## config.mk

```make
export PLATFORM = sky130hd
export DESIGN_NAME = pitu_timer_bank
export DESIGN_NICKNAME = d
export VERILOG_FILES = /design/src/logic/pitu_pkg.sv /design/src/logic/pitu_tick_gen.sv /design/src/logic/pitu_timer_bank.sv
export SDC_FILE = /design/constraint.sdc
export NUM_CORES = 2
export LEC_CHECK = 0
export BUFFER_PORTS_ARGS = -buffer_cell sky130_fd_sc_hd__buf_4
export CORE_AREA = 2 2 294 296
export DETAILED_ROUTE_END_ITERATION = 10
export DIE_AREA = 0 0 296 298
export PLACE_DENSITY_LB_ADDON = 0.25
export SLEW_MARGIN = 20
export SYNTH_ARGS = -nofsm -noshare
export SYNTH_HDL_FRONTEND = slang
export SYNTH_SLANG_ARGS = --single-unit
```

## constraint.sdc

```tcl
create_clock -name aclk -period 4.8 [get_ports aclk]
set_input_delay 0.48 -clock aclk [delete_from_list [all_inputs] [get_ports aclk]]
set_output_delay 0.48 -clock aclk [all_outputs]
set_load 0.02 [all_outputs]
```

## src/logic/pitu_pkg.sv

```systemverilog
`default_nettype none
package pitu_pkg;
    localparam int NUM_TIMERS = 8;
    localparam int TIDX_W = 3;
    localparam int AXI_AW = 12;
    localparam int CLK_PERIOD_NS = 10;
    localparam int FAST_TICK_NS = 10_000_000;
    localparam int SLOW_TICK_NS = 100_000_000;
    localparam int FAST_TICK_CYCLES = FAST_TICK_NS / CLK_PERIOD_NS;
    localparam int SLOW_PER_FAST = SLOW_TICK_NS / FAST_TICK_NS;
    localparam int SLOW_CNT_W = 4;
    // Caps in ticks: 999.9 s at 0.1 s, 99.99 s at 0.01 s, both 9999
    localparam logic [31:0] SINGLE_MAX = 32'h0000270f;
    // 9999999.9 s and 999999.99 s both give 99999999 ticks
    localparam logic [31:0] ACCUM_MAX = 32'h05f5e0ff;
    localparam logic [AXI_AW-1:0] ADDR_CTRL = 12'h000;
    localparam logic [AXI_AW-1:0] ADDR_MODE = 12'h004;
    localparam logic [AXI_AW-1:0] ADDR_STATUS = 12'h008;
    localparam logic [AXI_AW-1:0] ADDR_IRQ_STATUS = 12'h00c;
    localparam logic [AXI_AW-1:0] ADDR_IRQ_MASK = 12'h010;
    localparam logic [AXI_AW-1:0] ADDR_VALUE_BASE = 12'h100;
    localparam logic [AXI_AW-1:0] ADDR_PRESET_BASE = 12'h200;
    localparam logic [AXI_AW-1:0] WINDOW_MASK = 12'h01f;
    localparam int CTRL_RUN_LSB = 0;
    localparam int CTRL_CLR_LSB = 8;
    localparam int MODE_W = 2;
    localparam logic [31:0] PRESET_RESET = 32'h00000000;
    localparam logic [1:0] RESP_OKAY = 2'h0;
    localparam logic [1:0] RESP_SLVERR = 2'h2;
    typedef enum logic [MODE_W-1:0] {
        MODE_SINGLE,
        MODE_SINGLE_FAST,
        MODE_ACCUM,
        MODE_ACCUM_FAST
    } pitu_mode_t;
    typedef struct packed {
        logic run;
        logic clr;
        pitu_mode_t mode;
    } pitu_tmr_ctl_t;
    typedef struct packed {
        logic tick_fast;
        logic tick_slow;
    } pitu_tick_t;
endpackage : pitu_pkg
`default_nettype wire

```

## src/logic/pitu_tick_gen.sv

```systemverilog
`timescale 1ns/10ps
`default_nettype none
module pitu_tick_gen
    import pitu_pkg::*;
#(
    parameter int FAST_CYCLES = FAST_TICK_CYCLES
) (
    input wire logic aclk,
    input wire logic aresetn,
    output pitu_tick_t tick
);
    logic [31:0] cnt;
    logic [SLOW_CNT_W-1:0] slow_cnt;

    // Slow tick always lands on a fast tick, so both kinds step together
    always_ff @(posedge aclk) begin
        if (!aresetn) begin
            cnt <= '0;
            slow_cnt <= '0;
            tick <= '0;
        end else if (cnt == 32'(FAST_CYCLES - 1)) begin
            cnt <= '0;
            tick.tick_fast <= 1'b1;
            if (slow_cnt == SLOW_CNT_W'(SLOW_PER_FAST - 1)) begin
                slow_cnt <= '0;
                tick.tick_slow <= 1'b1;
            end else begin
                slow_cnt <= slow_cnt + 1'b1;
                tick.tick_slow <= 1'b0;
            end
        end else begin
            cnt <= cnt + 32'h00000001;
            tick <= '0;
        end
    end
endmodule : pitu_tick_gen
`default_nettype wire

```

## src/logic/pitu_timer_bank.sv

```systemverilog
// The register addresses and the AXI4-Lite interface to the registers are this design's own decisions.
`timescale 1ns/10ps
`default_nettype none
module pitu_timer_bank
    import pitu_pkg::*;
#(
    parameter int FAST_TICK_CYCLES_P = FAST_TICK_CYCLES
) (
    input wire logic aclk,
    input wire logic aresetn,
    input wire logic [AXI_AW-1:0] s_axi_awaddr,
    input wire logic s_axi_awvalid,
    output logic s_axi_awready,
    input wire logic [31:0] s_axi_wdata,
    input wire logic [3:0] s_axi_wstrb,
    input wire logic s_axi_wvalid,
    output logic s_axi_wready,
    output logic [1:0] s_axi_bresp,
    output logic s_axi_bvalid,
    input wire logic s_axi_bready,
    input wire logic [AXI_AW-1:0] s_axi_araddr,
    input wire logic s_axi_arvalid,
    output logic s_axi_arready,
    output logic [31:0] s_axi_rdata,
    output logic [1:0] s_axi_rresp,
    output logic s_axi_rvalid,
    input wire logic s_axi_rready,
    output logic irq
);
    pitu_tick_t tick;
    pitu_tmr_ctl_t ctl [NUM_TIMERS];
    logic [31:0] value [NUM_TIMERS];
    logic [31:0] preset [NUM_TIMERS];
    logic [NUM_TIMERS-1:0] tmr_run;
    logic [NUM_TIMERS-1:0] tmr_clr;
    logic [MODE_W*NUM_TIMERS-1:0] mode_reg;
    logic [NUM_TIMERS-1:0] status;
    logic [NUM_TIMERS-1:0] status_q;
    logic [NUM_TIMERS-1:0] irq_pend;
    logic [NUM_TIMERS-1:0] irq_mask;
    logic aw_held;
    logic w_held;
    logic [AXI_AW-1:0] wr_addr;
    logic [31:0] wr_data;
    logic [3:0] wr_strb;
    logic do_write;
    logic ar_take;
    logic rd_clear_irq;
    logic [31:0] rd_data;
    logic rd_ok;
    logic [31:0] next_ctrl;
    logic [31:0] next_mode;
    logic [31:0] next_mask;

    function automatic logic in_window(input logic [AXI_AW-1:0] a, input logic [AXI_AW-1:0] base);
        in_window = (a & ~WINDOW_MASK) == base;
    endfunction : in_window

    function automatic logic [TIDX_W-1:0] win_idx(input logic [AXI_AW-1:0] a);
        win_idx = a[TIDX_W+1:2];
    endfunction : win_idx

    function automatic logic [AXI_AW-1:0] word_of(input logic [AXI_AW-1:0] a);
        word_of = {a[AXI_AW-1:2], 2'h0};
    endfunction : word_of

    function automatic logic addr_ok(input logic [AXI_AW-1:0] a);
        logic [AXI_AW-1:0] w;
        w = word_of(a);
        addr_ok = (w == ADDR_CTRL) || (w == ADDR_MODE) || (w == ADDR_STATUS) ||
                  (w == ADDR_IRQ_STATUS) || (w == ADDR_IRQ_MASK) ||
                  in_window(w, ADDR_VALUE_BASE) || in_window(w, ADDR_PRESET_BASE);
    endfunction : addr_ok

    function automatic logic [31:0] merge(input logic [31:0] old, input logic [31:0] nw, input logic [3:0] strb);
        logic [31:0] r;
        r = old;
        for (int b = 0; b < 4; b++) begin
            if (strb[b]) begin
                r[8*b +: 8] = nw[8*b +: 8];
            end
        end
        merge = r;
    endfunction : merge

    function automatic logic is_accum(input pitu_mode_t m);
        is_accum = (m == MODE_ACCUM) || (m == MODE_ACCUM_FAST);
    endfunction : is_accum

    function automatic logic [31:0] cap_of(input pitu_mode_t m);
        unique case (m)
            MODE_SINGLE: cap_of = SINGLE_MAX;
            MODE_SINGLE_FAST: cap_of = SINGLE_MAX;
            MODE_ACCUM: cap_of = ACCUM_MAX;
            MODE_ACCUM_FAST: cap_of = ACCUM_MAX;
        endcase
    endfunction : cap_of

    function automatic logic tick_of(input pitu_mode_t m, input pitu_tick_t t);
        unique case (m)
            MODE_SINGLE: tick_of = t.tick_slow;
            MODE_SINGLE_FAST: tick_of = t.tick_fast;
            MODE_ACCUM: tick_of = t.tick_slow;
            MODE_ACCUM_FAST: tick_of = t.tick_fast;
        endcase
    endfunction : tick_of

    pitu_tick_gen #(
        .FAST_CYCLES(FAST_TICK_CYCLES_P)
    ) u_tick (
        .aclk(aclk),
        .aresetn(aresetn),
        .tick(tick)
    );

    assign do_write = aw_held && w_held && !s_axi_bvalid;
    assign ar_take = s_axi_arvalid && s_axi_arready;
    assign rd_clear_irq = ar_take && (word_of(s_axi_araddr) == ADDR_IRQ_STATUS);
    assign next_ctrl = merge({16'h0000, tmr_clr, tmr_run}, wr_data, wr_strb);
    assign next_mode = merge({16'h0000, mode_reg}, wr_data, wr_strb);
    assign next_mask = merge({24'h000000, irq_mask}, wr_data, wr_strb);

    // Address and data are taken independently, either may come first
    always_ff @(posedge aclk) begin
        if (!aresetn) begin
            s_axi_awready <= 1'b0;
            aw_held <= 1'b0;
            wr_addr <= '0;
        end else if (s_axi_awvalid && s_axi_awready) begin
            aw_held <= 1'b1;
            wr_addr <= s_axi_awaddr;
            s_axi_awready <= 1'b0;
        end else if (do_write) begin
            aw_held <= 1'b0;
        end else if (!aw_held && !s_axi_bvalid) begin
            s_axi_awready <= 1'b1;
        end
    end

    always_ff @(posedge aclk) begin
        if (!aresetn) begin
            s_axi_wready <= 1'b0;
            w_held <= 1'b0;
            wr_data <= '0;
            wr_strb <= '0;
        end else if (s_axi_wvalid && s_axi_wready) begin
            w_held <= 1'b1;
            wr_data <= s_axi_wdata;
            wr_strb <= s_axi_wstrb;
            s_axi_wready <= 1'b0;
        end else if (do_write) begin
            w_held <= 1'b0;
        end else if (!w_held && !s_axi_bvalid) begin
            s_axi_wready <= 1'b1;
        end
    end

    always_ff @(posedge aclk) begin
        if (!aresetn) begin
            s_axi_bvalid <= 1'b0;
            s_axi_bresp <= RESP_OKAY;
        end else if (do_write) begin
            s_axi_bvalid <= 1'b1;
            s_axi_bresp <= addr_ok(wr_addr) ? RESP_OKAY : RESP_SLVERR;
        end else if (s_axi_bvalid && s_axi_bready) begin
            s_axi_bvalid <= 1'b0;
        end
    end

    // Software drives the timer inputs through this word
    always_ff @(posedge aclk) begin
        if (!aresetn) begin
            tmr_run <= '0;
            tmr_clr <= '0;
        end else if (do_write && word_of(wr_addr) == ADDR_CTRL) begin
            {tmr_clr, tmr_run} <= next_ctrl[CTRL_CLR_LSB+NUM_TIMERS-1:CTRL_RUN_LSB];
        end
    end

    always_ff @(posedge aclk) begin
        if (!aresetn) begin
            mode_reg <= '0;
        end else if (do_write && word_of(wr_addr) == ADDR_MODE) begin
            mode_reg <= next_mode[MODE_W*NUM_TIMERS-1:0];
        end
    end

    always_ff @(posedge aclk) begin
        if (!aresetn) begin
            irq_mask <= '0;
        end else if (do_write && word_of(wr_addr) == ADDR_IRQ_MASK) begin
            irq_mask <= next_mask[NUM_TIMERS-1:0];
        end
    end

    // Preset range is the writer's business; any 32-bit value is kept
    always_ff @(posedge aclk) begin
        if (!aresetn) begin
            for (int i = 0; i < NUM_TIMERS; i++) begin
                preset[i] <= PRESET_RESET;
            end
        end else if (do_write && in_window(wr_addr, ADDR_PRESET_BASE)) begin
            preset[win_idx(wr_addr)] <= merge(preset[win_idx(wr_addr)], wr_data, wr_strb);
        end
    end

    always_comb begin
        rd_data = 32'h00000000;
        rd_ok = addr_ok(s_axi_araddr);
        if (word_of(s_axi_araddr) == ADDR_CTRL) begin
            rd_data = {16'h0000, tmr_clr, tmr_run};
        end else if (word_of(s_axi_araddr) == ADDR_MODE) begin
            rd_data = {16'h0000, mode_reg};
        end else if (word_of(s_axi_araddr) == ADDR_STATUS) begin
            rd_data = {24'h000000, status};
        end else if (word_of(s_axi_araddr) == ADDR_IRQ_STATUS) begin
            rd_data = {24'h000000, irq_pend};
        end else if (word_of(s_axi_araddr) == ADDR_IRQ_MASK) begin
            rd_data = {24'h000000, irq_mask};
        end else if (in_window(s_axi_araddr, ADDR_VALUE_BASE)) begin
            rd_data = value[win_idx(s_axi_araddr)];
        end else if (in_window(s_axi_araddr, ADDR_PRESET_BASE)) begin
            rd_data = preset[win_idx(s_axi_araddr)];
        end
    end

    always_ff @(posedge aclk) begin
        if (!aresetn) begin
            s_axi_arready <= 1'b0;
            s_axi_rvalid <= 1'b0;
            s_axi_rdata <= '0;
            s_axi_rresp <= RESP_OKAY;
        end else if (ar_take) begin
            s_axi_arready <= 1'b0;
            s_axi_rvalid <= 1'b1;
            s_axi_rdata <= rd_data;
            s_axi_rresp <= rd_ok ? RESP_OKAY : RESP_SLVERR;
        end else if (s_axi_rvalid && s_axi_rready) begin
            s_axi_rvalid <= 1'b0;
            s_axi_arready <= 1'b1;
        end else if (!s_axi_rvalid) begin
            s_axi_arready <= 1'b1;
        end
    end

    for (genvar i = 0; i < NUM_TIMERS; i++) begin : g_tmr
        assign ctl[i] = '{run: tmr_run[i], clr: tmr_clr[i], mode: pitu_mode_t'(mode_reg[MODE_W*i +: MODE_W])};
        assign status[i] = value[i] >= preset[i];

        // Counting waits for the shared tick, clearing does not
        always_ff @(posedge aclk) begin
            if (!aresetn) begin
                value[i] <= '0;
            end else if (is_accum(ctl[i].mode)) begin
                if (ctl[i].clr) begin
                    value[i] <= '0;
                end else if (ctl[i].run && tick_of(ctl[i].mode, tick) &&
                             value[i] < cap_of(ctl[i].mode)) begin
                    value[i] <= value[i] + 32'h00000001;
                end
            end else begin
                if (!ctl[i].run) begin
                    value[i] <= '0;
                end else if (tick_of(ctl[i].mode, tick) &&
                             value[i] < cap_of(ctl[i].mode)) begin
                    value[i] <= value[i] + 32'h00000001;
                end
            end
        end

        property p_single_clear;
            @(posedge aclk) disable iff (!aresetn)
            (!is_accum(ctl[i].mode) && !ctl[i].run) |=> (value[i] == 32'h00000000);
        endproperty
        a_single_clear: assert property (p_single_clear) else $error("single timer not cleared");

        property p_slow_step;
            @(posedge aclk) disable iff (!aresetn)
            (ctl[i].mode == MODE_SINGLE && ctl[i].run && tick.tick_slow && value[i] < SINGLE_MAX)
            ##1 (ctl[i].mode == MODE_SINGLE && ctl[i].run) |-> value[i] == $past(value[i]) + 32'h00000001;
        endproperty
        a_slow_step: assert property (p_slow_step) else $error("slow timer missed a step");

        property p_fast_cap;
            @(posedge aclk) disable iff (!aresetn)
            (ctl[i].mode == MODE_SINGLE_FAST && ctl[i].run && value[i] == SINGLE_MAX)
            ##1 (ctl[i].mode == MODE_SINGLE_FAST && ctl[i].run) |-> value[i] == SINGLE_MAX;
        endproperty
        a_fast_cap: assert property (p_fast_cap) else $error("fast timer passed its ceiling");

        property p_status_irq;
            @(posedge aclk) disable iff (!aresetn)
            $rose(status[i]) |=> irq_pend[i];
        endproperty
        a_status_irq: assert property (p_status_irq) else $error("status rise not flagged");

        property p_accum_hold;
            @(posedge aclk) disable iff (!aresetn)
            (is_accum(ctl[i].mode) && !ctl[i].run && !ctl[i].clr) [*2] |-> $stable(value[i]);
        endproperty
        a_accum_hold: assert property (p_accum_hold) else $error("stopped timer lost its value");

        property p_accum_clr;
            @(posedge aclk) disable iff (!aresetn)
            (is_accum(ctl[i].mode) && ctl[i].clr) |=> (value[i] == 32'h00000000);
        endproperty
        a_accum_clr: assert property (p_accum_clr) else $error("accumulating reset ignored");

        property p_accum_cap;
            @(posedge aclk) disable iff (!aresetn)
            is_accum(ctl[i].mode) |-> value[i] <= ACCUM_MAX;
        endproperty
        a_accum_cap: assert property (p_accum_cap) else $error("accumulating value over ceiling");

        property p_tick_only;
            @(posedge aclk) disable iff (!aresetn)
            (!tick.tick_fast && ctl[i].run && !ctl[i].clr) ##1 (ctl[i].run && !ctl[i].clr)
            |-> $stable(value[i]);
        endproperty
        a_tick_only: assert property (p_tick_only) else $error("value moved without a tick");
    end

    // Set wins over a read clear in the same cycle
    always_ff @(posedge aclk) begin
        if (!aresetn) begin
            status_q <= '1;
            irq_pend <= '0;
            irq <= 1'b0;
        end else begin
            status_q <= status;
            irq_pend <= (irq_pend & ~{NUM_TIMERS{rd_clear_irq}}) | (status & ~status_q);
            irq <= |(irq_pend & irq_mask);
        end
    end

    property p_value_read;
        @(posedge aclk) disable iff (!aresetn)
        (ar_take && in_window(s_axi_araddr, ADDR_VALUE_BASE))
        |=> s_axi_rvalid && s_axi_rdata == $past(value[win_idx(s_axi_araddr)]);
    endproperty
    a_value_read: assert property (p_value_read) else $error("value read returned wrong word");

    property p_status_read;
        @(posedge aclk) disable iff (!aresetn)
        (ar_take && word_of(s_axi_araddr) == ADDR_STATUS)
        |=> s_axi_rdata == {24'h000000, $past(status)};
    endproperty
    a_status_read: assert property (p_status_read) else $error("packed status read wrong");

    property p_irq_level;
        @(posedge aclk) disable iff (!aresetn)
        (|(irq_pend & irq_mask)) |=> irq;
    endproperty
    a_irq_level: assert property (p_irq_level) else $error("interrupt not raised");
endmodule : pitu_timer_bank
`default_nettype wire

```

==> metrics <==
status=completed; CTS resizes=0; drt pass-1 iters=9; Pwr per Cell Area=approximately 280 nW/um2; Inserted Clock Buffers=79; Synth Area in Adders=approximately an eighth; fraction of layout cells with a size suffix above 1=10.4%; f_max=between 0.2 and 0.3 GHz; die width=296 um; GRT overflow=0; CP Max Fanout=19; DR iter-0 viols=~3500; chip height=a little under 300 um; routed len/inst=roughly 25 um; most used flip-flop cell after synthesis=edfxtp_1; Initial Utilization=roughly half; minimum clock period=3.86 ns; Area Growth Syn to Fin=11.3%; CTS tree=done; Setup-failing EPs final=0; mux cell area share after synthesis=under 10%; Setup CP Type=flop to flop; register area=19000 um2; Max-cap violations=0; first-pass GRT wire length=201 mm; Net count, final=about 4700; hold_buf cts=0; RD Place Congestion=~0.94; Post-synth ARST share=0%; Post-Route WL=roughly 130 mm; CTS clock-pin slew for the worst setup and hold paths=0.06 ns; Skew-Pair Late Insertion Delay=between 0.6 and 0.7 ns; Cells after Synth=between 4000 and 5000; Seq cells post-synth=694; arrival time at the worst endpoint=4.24 ns; hpwl dp=102 mm; Mapped Area=approximately 43000 um2; die area=between 80000 and 90000 um2; n_diodes=0; Post-Place Cells=5304; Worst Path Required=5.18 ns; peak supply drop=322 uV; GRT Resource Usage Total=between 30% and 40%; H-tree Lvls=3; Slew Viols, Final=0; Final period util=roughly 80%; Leakage=between 15 and 20 nW; clk buf depth=3; DRC=0; Yosys cell types=75; synth warn=0; register area share after synthesis=44.3%; via count=around 33000; TNS Setup=0 ns; # IOs=109; clk_skew=around 0.040 ns; syn_area_per_cell=between 10 and 15 um2; Non-Filler Instances=approximately 5500; fillers=between 7000 and 8000; Crit. End Element=flop; number of global-route vias before repair=between 30000 and 40000; Via density=between 6 and 7; Fin. Hold Viols=0; # rows=between 100 and 150; largest net degree at the start of global routing=79; clock sinks=approximately 690; largest family of logic cells by synthesized area=simple AND/OR/NAND/NOR gates; Hold WS=around 0.090 ns; largest registers=preset (256), value (256); Placeable Area=84900 um2; simple-gate share of the synthesized area=~17%; Slew @ Worst Pin=roughly 1.2 ns; Pwr Total=approximately 0.013 W; DRT antenna net count=0; # Post-CTS Setup Buffers=0; RSZ-0062 raised after global routing=no; IO buf count=102; post-synthesis xor/xnor area fraction=4.83%; startpoint types=flop; Slew HR=19.9%; initial antenna violation count=1; Post-synth EDFFs=slightly above 500; area of the multi-input gates=~22000 um2; Synth Area in Compound Gates=8.62%; Hold Path Class=input pin to flop; root buffer cell=clkbuf_16
-- placed cells by master, fill, tap and decap left out, types with 34 or more instances in the layout --
master / count
buf_4: 168
a21oi_1: 182
edfxtp_1: 512
xnor2_1: 72
dfxtp_1: 182
inv_1: 300
xor2_1: 165
mux2i_1: 93
and2_1: 270
nand2_1: 329
a21o_1: 38
nand3_1: 140
conb_1: 34
ha_1: 401
nor3_1: 129
o21ai_0: 139
mux4_2: 128
and3_1: 50
nor2_1: 368
clkbuf_16: 85
nand4_1: 99
-- stage by stage --
step | utilization [%] | worst slack, ns | area, um2
finish | 56.3 | 0.942 | 47800
global route | 56.3 | 0.684 | 47800
CTS | 56.3 | 0.994 | 47800
detailed placement | 53.3 | 1.03 | 45300
global placement | 53.3 | 1.10 | 45300
floorplan | - | 1.12 | 43100
-- worst max-delay path: stages (launching register included) --
cell and delay (ns):
dfxtp_1 0.42, inv_1 0.41, ha_1 0.48, nand2_1 0.08, nor4_1 0.53, o221ai_1 0.36, a31oi_1 0.43, or3_1 0.46
buf_4 0.34, nor2_1 0.09
-- layer usage --
metal | global-route usage, % | routed length [um] | vias up
met5 | 0 | 0 | -
met4 | 13.4 | 6310 | 0
met3 | 5.82 | 14100 | 257
met2 | 45.5 | 58600 | 1660
met1 | 43.3 | 55800 | 16200
li1 | - | - | 15200
-- logic make-up after synthesis --
logic type / count (synthesis)
AOI/OAI and AO/OA: 585
xor gates and xnor gates: 237
adders and majority gates: 401
buffers and inverters: 452
DFF: 694
muxes: 227
other: 1
and+or+nand+nor: 1508
-- final timing paths --
kind	end	from	slack (ns)	cells after the start
worst max-delay path	value[7][17]$_DFFE_PP_	mode_reg[15]$_SDFFE_PN0P_	0.94	9
worst min register to register	irq_pend[4]$_SDFF_PN0_	status_q[4]$_SDFF_PN1_	0.41	1
worst min-delay path	wr_data[20]$_SDFFE_PN0P_	s_axi_wdata[20]	0.09	3
worst max register to register	value[7][17]$_DFFE_PP_	mode_reg[15]$_SDFFE_PN0P_	0.94	9
-- area by class of cell --
type                       count  share of cell area, %
tap                         1144                   2.99
multi-input combinational   2992                   46.8
sequential                   694                   39.8
timing repair buffer         174                   2.89
clock buffer                 118                   4.87
inverter                     302                   2.38
clock inverter                27                  0.343
-- cells in the mapped netlist (20+ instances only) --
| master | number | share of area (%) |
|---|---|---|
| edfxtp_1 | 512 | 36 |
| ha_1 | 401 | 12 |
| nor2_1 | 368 | 3.2 |
| nand2_1 | 329 | 2.9 |
| inv_1 | 300 | 2.6 |
| and2_1 | 270 | 3.9 |
| a21oi_1 | 182 | 2.1 |
| dfxtp_1 | 182 | 8.5 |
| xor2_1 | 165 | 3.4 |
| o21ai_0 | 145 | 1.7 |
| nand3_1 | 142 | 1.7 |
| nor3_1 | 130 | 1.5 |
| mux4_2 | 128 | 6.7 |
| clkbuf_1 | 104 | 0.91 |
| nand4_1 | 99 | 1.4 |
| mux2i_1 | 93 | 2.2 |
| xnor2_1 | 72 | 1.5 |
| and3_1 | 50 | 0.73 |
| a21o_1 | 38 | 0.66 |
| buf_2 | 34 | 0.40 |
| a211oi_1 | 28 | 0.49 |
| o22ai_1 | 26 | 0.38 |
| and4_1 | 20 | 0.41 |
-- report_power, final --
group          leakage (nW)  internal, W  switching (W)
Sequential             7.22      0.00652       0.000162
Clock                  1.23      0.00341        0.00253
Combinational          10.9     0.000310       0.000493
Power figures use the tool's default switching activity.
